[src/core/msp_pkg.sv]
// Purpose: shared constants and types of the mac status pin encoder
// Assumes: one 200 MHz clock, plain register port with 8-bit address
// Notes:   all codes and offsets are named here once
package msp_pkg;
   // register offsets
   localparam logic [7:0] MSP_OFS_MODE3  = 8'h00;
   localparam logic [7:0] MSP_OFS_MODE1  = 8'h04;
   localparam logic [7:0] MSP_OFS_STATUS = 8'h08;
   localparam logic [7:0] MSP_OFS_MASK   = 8'h0C;
   localparam logic [7:0] MSP_OFS_PINS   = 8'h10;
   // mode_register_three fields
   localparam int MSP_BIT_TX_EXT  = 0;
   localparam int MSP_BIT_RX_EXT  = 1;
   localparam int MSP_BIT_AF_REP  = 2;
   // mode_register_one fields
   localparam int MSP_BIT_CARRY   = 6;
   // reset values
   localparam logic [2:0]  MSP_MODE3_RST = 3'h0;
   localparam logic [15:0] MSP_MODE1_RST = 16'h0000;
   localparam logic [4:0]  MSP_MASK_RST  = 5'h00;
   // status bit positions
   localparam int MSP_ST_TX_ABORT = 0;
   localparam int MSP_ST_RX_ABORT = 1;
   localparam int MSP_ST_RX_FLUSH = 2;
   localparam int MSP_ST_UNDERRUN = 3;
   localparam int MSP_ST_Q_FULL   = 4;
   // transmit status codes
   localparam logic [3:0] MSP_XS_QUIET    = 4'h0;
   localparam logic [3:0] MSP_XS_TX_ABORT = 4'h1;
   localparam logic [3:0] MSP_XS_TOKEN    = 4'h2;
   localparam logic [3:0] MSP_XS_SYNC     = 4'h4;
   localparam logic [3:0] MSP_XS_ASYNC0   = 4'h5;
   localparam logic [3:0] MSP_XS_ASYNC1   = 4'h6;
   localparam logic [3:0] MSP_XS_CLAIM    = 4'h9;
   localparam logic [3:0] MSP_XS_BEACON   = 4'hA;
   localparam logic [3:0] MSP_XS_VOID     = 4'hB;
   localparam logic [3:0] MSP_XS_MAC_ABT  = 4'hC;
   localparam logic [3:0] MSP_XS_VOID_ABT = 4'hD;
   // extended receive status codes
   localparam logic [5:0] MSP_RS_SD_NONDATA = 6'h21;
   localparam logic [5:0] MSP_RS_OSM_STRIP  = 6'h22;
   localparam logic [5:0] MSP_RS_ABORT      = 6'h25;
   localparam logic [5:0] MSP_RS_FLUSH      = 6'h26;
   // queue control codes
   localparam logic [2:0] MSP_QC_IDLE     = 3'h0;
   localparam logic [2:0] MSP_QC_SYNC     = 3'h1;
   localparam logic [2:0] MSP_QC_ASYNC0   = 3'h2;
   localparam logic [2:0] MSP_QC_ASYNC1   = 3'h3;
   localparam logic [2:0] MSP_QC_UNDERRUN = 3'h5;
   localparam logic [2:0] MSP_QC_FULL     = 3'h6;
   localparam logic [2:0] MSP_QC_QUEUE_ALMOST_FULL    = 3'h7;

   typedef enum logic [3:0] {
      MSP_TX_ABORT    = 4'h0,
      MSP_TX_TOKEN    = 4'h1,
      MSP_TX_SYNC     = 4'h2,
      MSP_TX_ASYNC0   = 4'h3,
      MSP_TX_ASYNC1   = 4'h4,
      MSP_TX_CLAIM    = 4'h5,
      MSP_TX_BEACON   = 4'h6,
      MSP_TX_VOID     = 4'h7,
      MSP_TX_MAC_ABT  = 4'h8,
      MSP_TX_VOID_ABT = 4'h9
   } msp_tx_kind_t;

   typedef enum logic [2:0] {
      MSP_RX_NONE      = 3'h0,
      MSP_RX_SD_NDATA  = 3'h1,
      MSP_RX_STRIP     = 3'h2,
      MSP_RX_ABORT     = 3'h3,
      MSP_RX_FLUSH     = 3'h4
   } msp_rx_kind_t;

   typedef enum logic [1:0] {
      MSP_Q_NONE   = 2'h0,
      MSP_Q_SYNC   = 2'h1,
      MSP_Q_ASYNC0 = 2'h2,
      MSP_Q_ASYNC1 = 2'h3
   } msp_queue_t;

   typedef struct packed {
      logic         valid;
      logic         repeated;
      msp_tx_kind_t kind;
   } msp_tx_evt_t;

   typedef struct packed {
      msp_rx_kind_t kind;
      logic [4:0]   legacy;
      logic         online_special_mode;
   } msp_rx_evt_t;

   typedef struct packed {
      msp_queue_t unload;
      logic       underrun;
      logic       full;
      logic       queue_almost_full;
      logic       host_write_req;
   } msp_q_state_t;

   typedef struct packed {
      logic [3:0] tx_status_code;
      logic [5:0] rx_status_code;
      logic [2:0] queue_control_code;
   } msp_pins_t;
endpackage

[src/core/msp_encoder.sv]
// Purpose: drives transmit, receive and queue status codes from mac core state
// Assumes: core inputs are on clk; registers reached over a plain strobe port
// Notes:   read data valid the cycle after the read strobe
//
// Functional notes
// - transmit status uses the listed eleven four-bit codes
// - transmit codes 3, 7, 8, E and F are never driven
// - extended transmit codes only when tx_status_ext_enable set, else legacy
// - extended receive codes only when rx_status_ext_enable set; top bit 0 is legacy
// - starting delimiter plus non-data symbol drives 10x001
// - top bit set: 100010 strip in special mode, 100101 abort, 100110 flush
// - other receive codes with top bit set are never driven
// - queue code 000 means idle or space remains while loading
// - queue codes 001, 010, 011 name the unloading queue; 100 never driven
// - queue codes 101 underrun, 110 full, 111 almost full
// - almost full shown on the first host write of an almost-full run, every write only with repeat
// - only synchronous, async 0 and async 1 queues exist
// - timer_carry_split bit has no effect; timers count whole
// - no single-frame receive, only tagged multi-queue operation
// - non-quiescent transmit code lasts one cycle; none for repeated frames
// - repeated almost full only with almost_full_repeat_enable, else one write
`timescale 1ns/100ps
module msp_encoder
   import msp_pkg::*;
(
   // clock and reset
   input  wire logic         clk,
   input  wire logic         rst_n,
   // register port
   input  wire logic [7:0]   reg_addr,
   input  wire logic [31:0]  reg_wdata,
   input  wire logic         reg_wr,
   input  wire logic         reg_rd,
   output logic      [31:0]  reg_rdata,
   // mac core state
   input  wire msp_tx_evt_t  tx_evt,
   input  wire msp_rx_evt_t  rx_evt,
   input  wire msp_q_state_t q_state,
   // status pins and interrupt
   output msp_pins_t         pins,
   output logic              irq
);

   logic [2:0]  mode3_q;
   logic [15:0] mode1_q;
   logic [4:0]  status_q;
   logic [4:0]  mask_q;
   logic [4:0]  events;
   logic        rd_status;
   logic        queue_almost_full_done_q;
   logic        queue_almost_full_done_d;
   logic [3:0]  tx_d;
   logic [5:0]  rx_d;
   logic [2:0]  qc_d;
   logic        tx_ext;
   logic        rx_ext;
   logic        af_rep;

   assign tx_ext = mode3_q[MSP_BIT_TX_EXT];
   assign rx_ext = mode3_q[MSP_BIT_RX_EXT];
   assign af_rep = mode3_q[MSP_BIT_AF_REP];

   // mode registers; timer_carry_split is stored only, timers ignore it
   always_ff @(posedge clk or negedge rst_n) begin
      if (!rst_n) begin
         mode3_q <= MSP_MODE3_RST;
         mode1_q <= MSP_MODE1_RST;
      end else if (reg_wr) begin
         if (reg_addr == MSP_OFS_MODE3) begin
            mode3_q <= reg_wdata[2:0];
         end
         if (reg_addr == MSP_OFS_MODE1) begin
            mode1_q <= reg_wdata[15:0];
         end
      end
   end

   // interrupt mask
   always_ff @(posedge clk or negedge rst_n) begin
      if (!rst_n) begin
         mask_q <= MSP_MASK_RST;
      end else if (reg_wr && reg_addr == MSP_OFS_MASK) begin
         mask_q <= reg_wdata[4:0];
      end
   end

   // transmit status: one cycle per event, repeated frames silent
   always_comb begin
      tx_d = MSP_XS_QUIET;
      if (tx_evt.valid && !tx_evt.repeated) begin
         case (tx_evt.kind)
            MSP_TX_ABORT:    tx_d = MSP_XS_TX_ABORT;
            MSP_TX_TOKEN:    tx_d = MSP_XS_TOKEN;
            MSP_TX_SYNC:     tx_d = MSP_XS_SYNC;
            MSP_TX_ASYNC0:   tx_d = MSP_XS_ASYNC0;
            MSP_TX_ASYNC1:   tx_d = MSP_XS_ASYNC1;
            MSP_TX_CLAIM:    tx_d = MSP_XS_CLAIM;
            MSP_TX_BEACON:   tx_d = MSP_XS_BEACON;
            MSP_TX_VOID:     tx_d = MSP_XS_VOID;
            MSP_TX_MAC_ABT:  tx_d = MSP_XS_MAC_ABT;
            MSP_TX_VOID_ABT: tx_d = MSP_XS_VOID_ABT;
            default:         tx_d = MSP_XS_QUIET;
         endcase
         // legacy pins lack the top bit: such events stay quiescent
         if (!tx_ext && tx_d[3]) begin
            tx_d = MSP_XS_QUIET;
         end
      end
   end

   // receive status: extended codes only when enabled
   always_comb begin
      rx_d = {1'b0, rx_evt.legacy};
      if (rx_ext) begin
         case (rx_evt.kind)
            MSP_RX_SD_NDATA: rx_d = MSP_RS_SD_NONDATA;
            MSP_RX_STRIP: begin
               if (rx_evt.online_special_mode) begin
                  rx_d = MSP_RS_OSM_STRIP;
               end
            end
            MSP_RX_ABORT:    rx_d = MSP_RS_ABORT;
            MSP_RX_FLUSH:    rx_d = MSP_RS_FLUSH;
            default:         rx_d = {1'b0, rx_evt.legacy};
         endcase
      end
   end

   // queue control: underrun, full, almost full, unload, then idle
   always_comb begin
      qc_d         = MSP_QC_IDLE;
      queue_almost_full_done_d = queue_almost_full_done_q;
      if (!q_state.queue_almost_full || q_state.full) begin
         queue_almost_full_done_d = 1'b0;
      end
      if (q_state.underrun) begin
         qc_d = MSP_QC_UNDERRUN;
      end else if (q_state.full) begin
         qc_d = MSP_QC_FULL;
      end else if (q_state.queue_almost_full && q_state.host_write_req
                   && (af_rep || !queue_almost_full_done_q)) begin
         qc_d         = MSP_QC_QUEUE_ALMOST_FULL;
         queue_almost_full_done_d = 1'b1;
      end else begin
         case (q_state.unload)
            MSP_Q_SYNC:   qc_d = MSP_QC_SYNC;
            MSP_Q_ASYNC0: qc_d = MSP_QC_ASYNC0;
            MSP_Q_ASYNC1: qc_d = MSP_QC_ASYNC1;
            default:      qc_d = MSP_QC_IDLE;
         endcase
      end
   end

   always_ff @(posedge clk or negedge rst_n) begin
      if (!rst_n) begin
         queue_almost_full_done_q <= 1'b0;
      end else begin
         queue_almost_full_done_q <= queue_almost_full_done_d;
      end
   end

   // status pins from flops
   always_ff @(posedge clk or negedge rst_n) begin
      if (!rst_n) begin
         pins.tx_status_code     <= MSP_XS_QUIET;
         pins.rx_status_code     <= 6'h00;
         pins.queue_control_code <= MSP_QC_IDLE;
      end else begin
         pins.tx_status_code     <= tx_d;
         pins.rx_status_code     <= rx_d;
         pins.queue_control_code <= qc_d;
      end
   end

   // sticky events; a set in the clearing cycle wins
   always_comb begin
      events                  = 5'h00;
      events[MSP_ST_TX_ABORT] = (tx_d == MSP_XS_TX_ABORT) || (tx_d == MSP_XS_MAC_ABT)
                                || (tx_d == MSP_XS_VOID_ABT);
      events[MSP_ST_RX_ABORT] = (rx_d == MSP_RS_ABORT);
      events[MSP_ST_RX_FLUSH] = (rx_d == MSP_RS_FLUSH);
      events[MSP_ST_UNDERRUN] = q_state.underrun;
      events[MSP_ST_Q_FULL]   = q_state.full;
   end

   assign rd_status = reg_rd && (reg_addr == MSP_OFS_STATUS);

   always_ff @(posedge clk or negedge rst_n) begin
      if (!rst_n) begin
         status_q <= 5'h00;
      end else if (rd_status) begin
         status_q <= events;
      end else begin
         status_q <= status_q | events;
      end
   end

   always_ff @(posedge clk or negedge rst_n) begin
      if (!rst_n) begin
         irq <= 1'b0;
      end else begin
         irq <= |(status_q & mask_q & ~({5{rd_status}})) || |(events & mask_q);
      end
   end

   // read data, one cycle after the strobe, zero elsewhere
   always_ff @(posedge clk or negedge rst_n) begin
      if (!rst_n) begin
         reg_rdata <= 32'h0000_0000;
      end else if (reg_rd) begin
         case (reg_addr)
            MSP_OFS_MODE3:  reg_rdata <= {29'h0, mode3_q};
            MSP_OFS_MODE1:  reg_rdata <= {16'h0, mode1_q};
            MSP_OFS_STATUS: reg_rdata <= {27'h0, status_q};
            MSP_OFS_MASK:   reg_rdata <= {27'h0, mask_q};
            MSP_OFS_PINS:   reg_rdata <= {19'h0, pins};
            default:        reg_rdata <= 32'h0000_0000;
         endcase
      end else begin
         reg_rdata <= 32'h0000_0000;
      end
   end

endmodule

[config.mk]
export PLATFORM = sky130hd
export DESIGN_NAME = msp_encoder
export DESIGN_NICKNAME = d
export VERILOG_FILES = /design/src/core/msp_pkg.sv /design/src/core/msp_encoder.sv
export SDC_FILE = /design/constraint.sdc
export NUM_CORES = 1
export LEC_CHECK = 0
export BUFFER_PORTS_ARGS = -buffer_cell sky130_fd_sc_hd__buf_4
export CORE_UTILIZATION = 41
export CTS_CLUSTER_DIAMETER = 80
export DETAILED_ROUTE_END_ITERATION = 10
export PLACE_DENSITY = 0.69
export SETUP_SLACK_MARGIN = 0.05
export SYNTH_ARGS = -nofsm -noshare
export SYNTH_HDL_FRONTEND = slang
export SYNTH_SLANG_ARGS = --single-unit
[constraint.sdc]
create_clock -name clk -period 1.9 [get_ports clk]
set_input_delay 0.095 -clock clk [delete_from_list [all_inputs] [get_ports clk]]
set_output_delay 0.095 -clock clk [all_outputs]
set_load 0.01 [all_outputs]
==> qor.csv, run 1 <==
stage,metric,value,unit
floorplan,Die W,85.7,µm
critical_path,CP Launch Type,register,
synthesis,"Top FF cell, synth",dfrtp_1,
critical_path,critical path endpoint category,register,
critical_path,worst r2r src,mode3_q[1],
sta,Max Transition Viols Final,0,
synthesis,Yosys top cell area share,52.3,%
sta,slew of the pin with the lowest slew margin,0.724,ns
cells_and_area,Diodes inserted,0,
global_route,largest net degree at the start of global routing,61,
cells_and_area,fin nets,427,
clocking,H-tree depth,3,
clocking,worst skew pair latency,0.33,ns
worst_hold_path,worst hold path type,input port to register,
pwr,Lkg Pwr,2.03,nW
clocking,CTS Buf Count,9,
detailed_routing,vias,2176,
cells_and_area,"Area growth, synth to finish",37.1,%
sta,RSZ-0062 raised after global routing,false,
worst_hold_path,Hold Path Sink,mask_q[2],
synthesis,Yosys warning count,0,
floorplan,initial cell density of the core,42.3,%
critical_path,Crit Path Category,register to register,
cells_and_area,share of cells above drive strength 1,35.5,%
global_route,grt ovf,0,
synthesis,Syn Inst Count,251,
clocking,# Post-CTS Setup Buffers,0,
synthesis,sequential share of the synthesized area,52.3,%
cells_and_area,fillers,591,
pwr,Pwr per Cell Area,726,nW/µm²
sta,Tmin final,1.71,ns
sta,Slew headroom,51.8,%
pwr,worst vdd ir,0.000387,V
global_route,Overall Global Routing Usage,17.6,%
cells_and_area,"commonest non-fill, non-tap cell in the layout",buf_4,
critical_path,Critical Path RT,2.12,ns
place,Port Buf Inserts,78,
clocking,Worst-path clk slew,0.06,ns
place,pre-CTS WS,-0.0691,ns
detailed_routing,initial DRC count,82,
sta,Final Hold Viols,0,
floorplan,standard-cell rows,30,
critical_path,R2R cell count,5,
place,GPL Wtd Cong,0.784,
sta,f_max,584,MHz
clocking,CTS tree,yes,
detailed_routing,drt total wl,6.17,mm
worst_hold_path,min-delay src,reg_wdata[2],
global_route,initial antenna violation count,0,
critical_path,Reg-to-Reg End,irq,
place,Final HPWL DP,4.51,mm
clocking,Sink Count,60,
synthesis,Avg Synthesized Cell Area,11.4,µm²
synthesis,"Distinct cells, synth",42,
detailed_routing,DRC,0,
detailed_routing,routed length per instance,13.4,µm
detailed_routing,drt pass-1 iters,4,
synthesis,synth top area cells,"dfrtp_1, mux2_2, mux2_4, buf_4, a22o_1",
sta,final period utilization,90.1,%
synthesis,"EDFF count, synth",0,
worst_hold_path,worst hold stages,2,
critical_path,Worst Path Arrival,1.93,ns
sta,post-route clock skew,0.00637,ns
detailed_routing,post-route ant nets,0,
global_route,vias in the first global route,2122,
sta,"Setup violations, final",0,
clocking,post-CTS resize count,0,
clocking,Clock Tree Buf Depth,2,
floorplan,core area,6790,µm²
detailed_routing,Vias/cell,4.74,
run,number of max-cap violations,0,
global_route,first-pass GRT wire length,9.84,mm
cells_and_area,most frequent cells in the layout,"buf_4, dfrtp_1, dlygate4sd3_1",
synthesis,Seq cells post-synth,60,
run_status,status,"complete, no violations",
synthesis,Mapped Area,2870,µm²
synthesis,"Async S/R FF share, synth",100,%
sta,final worst slack,0.188,ns
pwr,total chip power,2.86,mW
floorplan,total die area,7350,µm²
sta,worst hold slack,0.0125,ns
floorplan,number of I/O pins,111,
floorplan,Die H,85.7,µm
synthesis,biggest area consumer among synthesized cells,dfrtp_1,
critical_path,reg2reg setup slack,0.19,ns
critical_path,CP max FO,4,
clocking,Root Buffer,clkbuf_8,
synth_stat cells (all sizes together) (7+ instances only):
master  number
nand2       11
nor2        16
nor2b        7
mux2        24
buf         18
mux2i        9
o21ai       15
dfrtp       60
clkbuf       8
inv         13
a21oi        7
a22o        11
layout make-up:
class	count	area, µm²	share of cell area, %
sequential	60	1500	38.1
multi-input combinational	167	1210	30.8
timing repair buffer	107	853	21.7
clock buffer	11	151	3.84
tap	96	120	3.05
clock inverter	5	50.0	1.27
inverter	13	48.8	1.24
cell families after synthesis:
logic type	Yosys count	synth area share (%)
xor gates and xnor gates	1	0.305
adders and majority gates	4	1.74
AOI/OAI and AO/OA	51	12.1
buffers and inverters	39	7.71
other	1	0.131
and+or+nand+nor	62	11.9
DFF	60	52.3
muxes	33	13.9
critical path: stages, from the launching register on:
cell	delay, ns
dfrtp_1	0.38
nor2b_1	0.16
and3_1	0.21
a222oi_1	0.36
o221ai_1	0.24
a41o_1	0.25
sequential cells by signal, summed over array words and instances, names as in the netlist:
signal	count
mask_q	5
status_q	5
reg_rdata	16
queue_almost_full_done_q	1
mode3_q	3
mode1_q	16
irq	1
pins	13
how the worst max path moves through the flow:
stage | start | endpoint | cells after the start
global placement | reg_addr[1] | mode1_q[9] | 7
detailed placement | reg_addr[1] | mode1_q[13] | 7
CTS | mode3_q[1] | irq | 5
floorplan | reg_addr[1] | mode1_q[10] | 7
finish | mode3_q[1] | irq | 5
global route | mode3_q[1] | irq | 5
power breakdown:
group	internal (mW)	leakage, nW	switching, mW	total, mW
Clock	0.667	0.109	0.466	1.13
Sequential	1.33	0.796	0.0371	1.37
Combinational	0.196	1.13	0.166	0.361
Total	2.19	2.03	0.669	2.86
repair_timing:
item,4_1_cts,5_1_grt
hold buffers,20,0
endpoints found under the hold margin,79,0
endpoints found under the setup margin,0,0
per-stage QoR:
step	setup TNS [ns]	utilization [%]	std cells	area, µm²
2_1_floorplan	0	-	266	2930
3_3_place_gp	0	52.0	423	3540
3_5_place_dp	-0.742	52.0	423	3540
4_1_cts	0	58.0	459	3940
5_1_grt	0	58.0	459	3940
6_report	0	58.0	459	3940
layer usage:
layer  GRT usage (%)  vias up  share of wire [%]
li1                -     1059                  -
met1            22.7     1042                 46
met2            28.2       64                 47
met3            3.95       11                4.9
met4            8.18        0                1.9
met5               0        -                  0
No activity file was read; power rests on OpenSTA's default activity.
==> run 2, diff against run 1 <==
--- a/config.mk
+++ b/config.mk
@@ -6,10 +6,12 @@
 export NUM_CORES = 1
 export LEC_CHECK = 0
 export BUFFER_PORTS_ARGS = -buffer_cell sky130_fd_sc_hd__buf_4
-export CORE_UTILIZATION = 41
+export CELL_PAD_IN_SITES_DETAIL_PLACEMENT = 1
+export CELL_PAD_IN_SITES_GLOBAL_PLACEMENT = 2
+export CORE_UTILIZATION = 30
 export CTS_CLUSTER_DIAMETER = 80
 export DETAILED_ROUTE_END_ITERATION = 10
-export PLACE_DENSITY = 0.69
+export PLACE_DENSITY_LB_ADDON = 0.1
 export SETUP_SLACK_MARGIN = 0.05
 export SYNTH_ARGS = -nofsm -noshare
 export SYNTH_HDL_FRONTEND = slang
==> run 2 against run 1 <==
Net effect:
- combinational power is 3% higher
- critical endpoint unchanged
- hold slack better by 0.012 ns
- register-to-register slack better by 0.10 ns
- count of clock-buffer cells in the layout stayed put
- routed wire length is 19% higher
- sequential cell count stayed put
- worst setup slack better by 0.10 ns
- core utilization is 14 points lower
- maximum frequency is 6.3% higher
- die area is 36% higher
- global-route usage is 1.5 points lower
- non-clock buffer count is 5 higher
==> qor.csv, run 2 (synthesis results as in run 1) <==
stage,metric,value,unit,change
run_status,status,"complete, no violations",,
detailed_routing,drt total wl,7.34,mm,+19%
critical_path,Critical Path RT,2.12,ns,about the same
critical_path,Crit Path Category,register to register,,
critical_path,cells along the critical path,"nor2b_1, and3_1, a222oi_1, o221ai_1, a41o_1",,
sta,TNS Setup,0,ns,unchanged
clocking,Clock Tree Buf Depth,2,,unchanged
sta,Final Hold Viols,0,,unchanged
sta,slew of the pin with the lowest slew margin,0.772,ns,+0.0486 ns
critical_path,Worst Path Arrival,1.83,ns,-0.10 ns
global_route,Overall Global Routing Usage,16.1,%,-1.5 points
place,placed inst area,3590,µm²,+1.6%
place,Post-Place Cells,458,,+8.3%
cells_and_area,fin nets,432,,+1.2%
floorplan,standard-cell rows,35,,+17%
sta,Max Transition Viols Final,0,,unchanged
clocking,CTS Buf Count,9,,unchanged
cells_and_area,"commonest non-fill, non-tap cell in the layout",buf_4,,
pwr,total chip power,3.03,mW,+6.0%
clocking,worst skew pair latency,0.33,ns,about the same
sta,Slew headroom,48.5,%,-3.2 points
cells_and_area,"Design Area, Final",4050,µm²,+2.8%
pwr,worst vdd ir,0.000261,V,-33%
run,number of max-cap violations,0,,unchanged
critical_path,critical path endpoint category,register,,
detailed_routing,post-route ant nets,0,,unchanged
place,GPL Wtd Cong,0.726,,-7.4%
global_route,grt ovf,0,,unchanged
clocking,# Post-CTS Setup Buffers,0,,unchanged
cells_and_area,most frequent cells in the layout,"buf_4, dfrtp_1, dlygate4sd3_1",,
floorplan,core area,9240,µm²,+36%
place,Final HPWL DP,5.24,mm,+16%
clocking,Root Buffer,clkbuf_8,,
global_route,largest net degree at the start of global routing,61,,unchanged
floorplan,Die W,99.9,µm,+17%
sta,RSZ-0062 raised after global routing,false,,
critical_path,CP Launch Type,register,,
cells_and_area,biggest regs,"mode1_q (16), reg_rdata (16), pins (13)",,
sta,"Setup violations, final",0,,unchanged
floorplan,number of I/O pins,111,,unchanged
cells_and_area,"Area growth, synth to finish",40.9,%,
floorplan,initial cell density of the core,31.1,%,-11 points
floorplan,Die H,99.9,µm,+17%
pwr,Pwr per Cell Area,749,nW/µm²,+3.2%
worst_hold_path,worst hold path type,input port to register,,
critical_path,Crit path largest cell delay,0.38,ns,about the same
sta,Tmin final,1.61,ns,-0.101 ns
global_route,first-pass GRT wire length,12.0,mm,+21%
cells_and_area,Diodes inserted,0,,unchanged
detailed_routing,Vias/cell,4.50,,-5.2%
detailed_routing,initial DRC count,43,,-48%
detailed_routing,DRC,0,,unchanged
place,Port Buf Inserts,78,,unchanged
detailed_routing,vias,2230,,+2.5%
floorplan,total die area,9970,µm²,+36%
critical_path,Worst path slowest cell,dfrtp_1,,
global_route,initial antenna violation count,0,,unchanged
cells_and_area,fin cells,496,,+8.1%
global_route,vias in the first global route,2305,,+8.6%
pwr,Lkg Pwr,2.05,nW,+1.2%
clocking,H-tree depth,3,,unchanged
sta,f_max,621,MHz,+6.3%
clocking,Worst-path clk slew,0.07,ns,about the same
detailed_routing,drt pass-1 iters,4,,unchanged
critical_path,CP max FO,4,,unchanged
sta,final period utilization,84.8,%,-5.3 points
detailed_routing,routed length per instance,14.8,µm,+10%
clocking,CTS tree,yes,,
clocking,post-CTS resize count,0,,unchanged
sta,worst hold slack,0.0249,ns,+0.0124 ns
sta,post-route clock skew,0.00571,ns,-0.000659 ns
clocking,Sink Count,60,,unchanged
cells_and_area,share of cells above drive strength 1,35.4,%,-0.11 points
[run 2: cell types whose count changed in the layout (fill, tap and decap cells not counted), sizes merged]
cell and change:
dlygate4sd3 +3, buf +2, clkinv -3, clkinvlp +1, bufinv +1
[run 2: where the power goes]
group | internal [mW] | total [mW] | switching (mW) | leakage (nW)
clock network | 0.800 | 1.30 | 0.495 | 0.111
registers | 1.33 | 1.37 | 0.0376 | 0.796
logic | 0.202 | 0.371 | 0.170 | 1.15
[run 2: area by class of cell]
type	instances	area (µm²)
flip-flops and latches	60	1500
well taps	129	161
fillers	1052	5190
repair buffers	112	898
inverters	13	48.8
clock buffers	11	151
clock inverters	4	72.6
multi-input cells	167	1210
[run 2: path summary, 6_finish.rpt]
path                              start            end  slack (ns)  cells after the start
max                          mode3_q[1]            irq        0.29                      5
min                        reg_wdata[1]      mask_q[1]        0.02                      2
max reg2reg                  mode3_q[1]            irq        0.29                      5
min reg2reg                 mode1_q[15]  reg_rdata[15]        0.48                      1
max in group asynchronous         rst_n        pins[2]        1.00                      2
min in group asynchronous         rst_n  reg_rdata[14]        0.36                      2
[run 2: timing repair]
item | CTS | global route
endpoints found under the setup margin | 0 | 0
hold endpoints to repair | 90 | 0
hold buffers | 23 | 0
[run 2: worst max-delay path, delay by kind of cell, from the launching register on]
kind	cells	cell delay, ns
compound gates	3	0.74
simple gates	2	0.39
flops	1	0.38
[run 2: routing by layer]
| metal | GRT usage (%) | share of wire (%) | vias up | wire, µm |
|---|---|---|---|---|
| met3 | 3.41 | 3.9 | 10 | 285 |
| met2 | 26.2 | 50 | 57 | 3660 |
| met4 | 6.79 | 1.6 | 0 | 115 |
| li1 | - | - | 1068 | - |
| met5 | 0 | 0 | - | 0 |
| met1 | 20.6 | 45 | 1095 | 3280 |
[run 2: through the flow]
stage	utilization, %	setup slack (ns)
after detailed placement	38.9	0.0744
after floorplan	-	0.227
after global placement	38.9	0.106
final	43.8	0.290
after CTS	43.8	0.275
after global routing	43.8	0.116
==> run 3, diff against run 2 <==
==> constraint.sdc (replaced) <==
create_clock -name clk -period 1.6 [get_ports clk]
set_input_delay 0.08 -clock clk [delete_from_list [all_inputs] [get_ports clk]]
set_output_delay 0.08 -clock clk [all_outputs]
set_load 0.01 [all_outputs]
==> run 3 against run 2 <==
Net effect:
- core utilization rose by 1.3 points
- die area did not move
- largest cell class unchanged
- critical path type unchanged
- combinational power rose by 28%
- power rose by 9.5%
- clock skew rose by 0.00072 ns
- count of clock-buffer cells in the layout fell by 1
- maximum frequency rose by 9.1%
- largest power group unchanged
- worst setup slack got worse by 0.17 ns
==> qor.csv, run 3 (synthesis results as in run 1) <==
stage,metric,value,unit,change
run_status,status,"complete, no violations",,
floorplan,Die W,99.9,µm,unchanged
global_route,vias in the first global route,2453,,+6.4%
sta,"Setup violations, final",0,,unchanged
sta,f_max,677,MHz,+9.1%
sta,worst hold slack,0.0167,ns,-0.00814 ns
critical_path,worst r2r src,mode3_q[1],,
detailed_routing,drt total wl,7.64,mm,+4.1%
sta,final period utilization,92.3,%,+7.5 points
critical_path,Crit path largest cell delay,0.38,ns,about the same
floorplan,initial cell density of the core,31.1,%,unchanged
critical_path,Worst Path Arrival,1.70,ns,-0.13 ns
floorplan,total die area,9970,µm²,unchanged
sta,Tmin final,1.48,ns,-0.134 ns
clocking,H-tree depth,3,,unchanged
detailed_routing,drt pass-1 iters,4,,unchanged
detailed_routing,Vias/cell,4.54,,+0.92%
global_route,first-pass GRT wire length,12.6,mm,+5.5%
clocking,CTS Buf Count,9,,unchanged
clocking,Worst-path clk slew,0.07,ns,about the same
clocking,Root Buffer,clkbuf_8,,
place,pre-CTS WS,-0.102,ns,-0.177 ns
cells_and_area,biggest regs,"mode1_q (16), reg_rdata (16), pins (13)",,
critical_path,critical path endpoint category,register,,
global_route,largest net degree at the start of global routing,41,,-33%
critical_path,CP max FO,2,,-2
worst_hold_path,min-delay src,tx_evt[5],,
sta,Final Hold Viols,0,,unchanged
cells_and_area,share of cells above drive strength 1,38.6,%,+3.2 points
floorplan,core area,9240,µm²,unchanged
global_route,grt ovf,0,,unchanged
cells_and_area,fillers,1048,,-0.38%
sta,TNS Setup,0,ns,unchanged
sta,RSZ-0062 raised after global routing,true,,
pwr,worst vdd ir,0.000338,V,+30%
detailed_routing,vias,2314,,+3.8%
cells_and_area,"Area growth, synth to finish",45.1,%,
clocking,CTS tree,yes,,
cells_and_area,register area,1500,µm²,unchanged
critical_path,worst setup path startpoint,mode3_q[1],,
pwr,Lkg Pwr,2.10,nW,+2.4%
sta,final worst slack,0.123,ns,-0.166 ns
cells_and_area,"commonest non-fill, non-tap cell in the layout",buf_4,,
clocking,worst skew pair latency,0.34,ns,about the same
detailed_routing,post-route ant nets,0,,unchanged
critical_path,cells along the critical path,"nor2b_4, and3_4, a222oi_1, o221ai_1, a41o_1",,
cells_and_area,most frequent cells in the layout,"buf_4, dfrtp_1, dlygate4sd3_1",,
global_route,initial antenna violation count,0,,unchanged
cells_and_area,multi-input combinational cell area,1240,µm²,+2.6%
sta,post-route clock skew,0.00643,ns,+0.000720 ns
global_route,Overall Global Routing Usage,16.8,%,+0.73 points
cells_and_area,Diodes inserted,0,,unchanged
cells_and_area,fin nets,445,,+3.0%
sta,Max Transition Viols Final,0,,unchanged
worst_hold_path,worst hold path type,input port to register,,
floorplan,number of I/O pins,111,,unchanged
clocking,Clock Tree Buf Depth,2,,unchanged
run,number of max-cap violations,0,,unchanged
place,Port Buf Inserts,78,,unchanged
place,Final HPWL DP,5.59,mm,+6.7%
pwr,Pwr per Cell Area,796,nW/µm²,+6.3%
critical_path,Worst path slowest cell,dfrtp_1,,
critical_path,Critical Path RT,1.83,ns,-0.29 ns
detailed_routing,initial DRC count,68,,+58%
floorplan,standard-cell rows,35,,unchanged
critical_path,Crit Path Category,register to register,,
detailed_routing,routed length per instance,15.0,µm,+1.2%
detailed_routing,DRC,0,,unchanged
place,GPL Wtd Cong,0.742,,+2.2%
floorplan,Die H,99.9,µm,unchanged
critical_path,CP Launch Type,register,,
clocking,Sink Count,60,,unchanged
## run 3: cell types whose count changed in the layout (fill, tap and decap cells not counted), moves of 2 or more
cell / delta
a22oi_1: -2
a22oi_2: +2
buf_12: +3
buf_4: +9
bufinv_16: -2
clkinvlp_4: +3
## run 3: worst paths after layout
path                       slack (ns)  cells after the start             to
min in group asynchronous        0.18                      2   reg_rdata[7]
hold / removal                   0.02                      3        pins[9]
setup reg to reg                 0.12                      5            irq
hold reg to reg                  0.48                      1  reg_rdata[15]
setup / recovery                 0.12                      5            irq
max in group asynchronous        0.90                      3     mode1_q[2]
## run 3: area by class of cell
| cell class | count | share of cell area (%) |
|---|---|---|
| sequential | 60 | 36.0 |
| multi-input combinational | 167 | 29.8 |
| timing repair buffer | 125 | 24.8 |
| tap | 129 | 3.87 |
| clock buffer | 10 | 3.30 |
| inverter | 13 | 1.17 |
| clock inverter | 6 | 0.960 |
## run 3: repair_timing
item | 4_1_cts | 5_1_grt
hold endpoints to repair | 91 | 0
resized for setup | 0 | 5
hold buffers | 24 | 0
buffers inserted | 0 | 1
pin swaps | 1 | 2
setup endpoints to repair | 1 | 1
## run 3: per-layer routing
metal	vias up	global-route usage (%)	routed length (µm)	share of wire (%)
li1	1096	-	-	-
met1	1156	21.6	3350	44
met2	54	27.5	3860	51
met3	8	2.30	275	3.6
met4	0	8.82	153	2.0
met5	-	0	0	0
## run 3: where the power goes
group	internal [mW]	total (mW)	switching, mW
Sequential	1.58	1.62	0.0472
Clock	0.597	1.22	0.623
Combinational	0.260	0.476	0.216
## run 3: stage by stage
stage               util, %  instance area, µm²  cells  power [mW]
CTS                    44.8                4140    509        3.37
floorplan                 -                2940    266        1.85
finish                 45.1                4170    510        3.32
detailed placement     40.3                3720    469        2.08
global route           45.1                4170    510        3.48
global placement       40.3                3720    469        2.07
## run 3: worst max-delay path, delay by kind of cell (launching register included)
| kind | cells | cell delay (ns) |
|---|---|---|
| DFF | 1 | 0.38 |
| and+or+nand+nor | 2 | 0.28 |
| AOI/OAI and AO/OA | 3 | 0.72 |
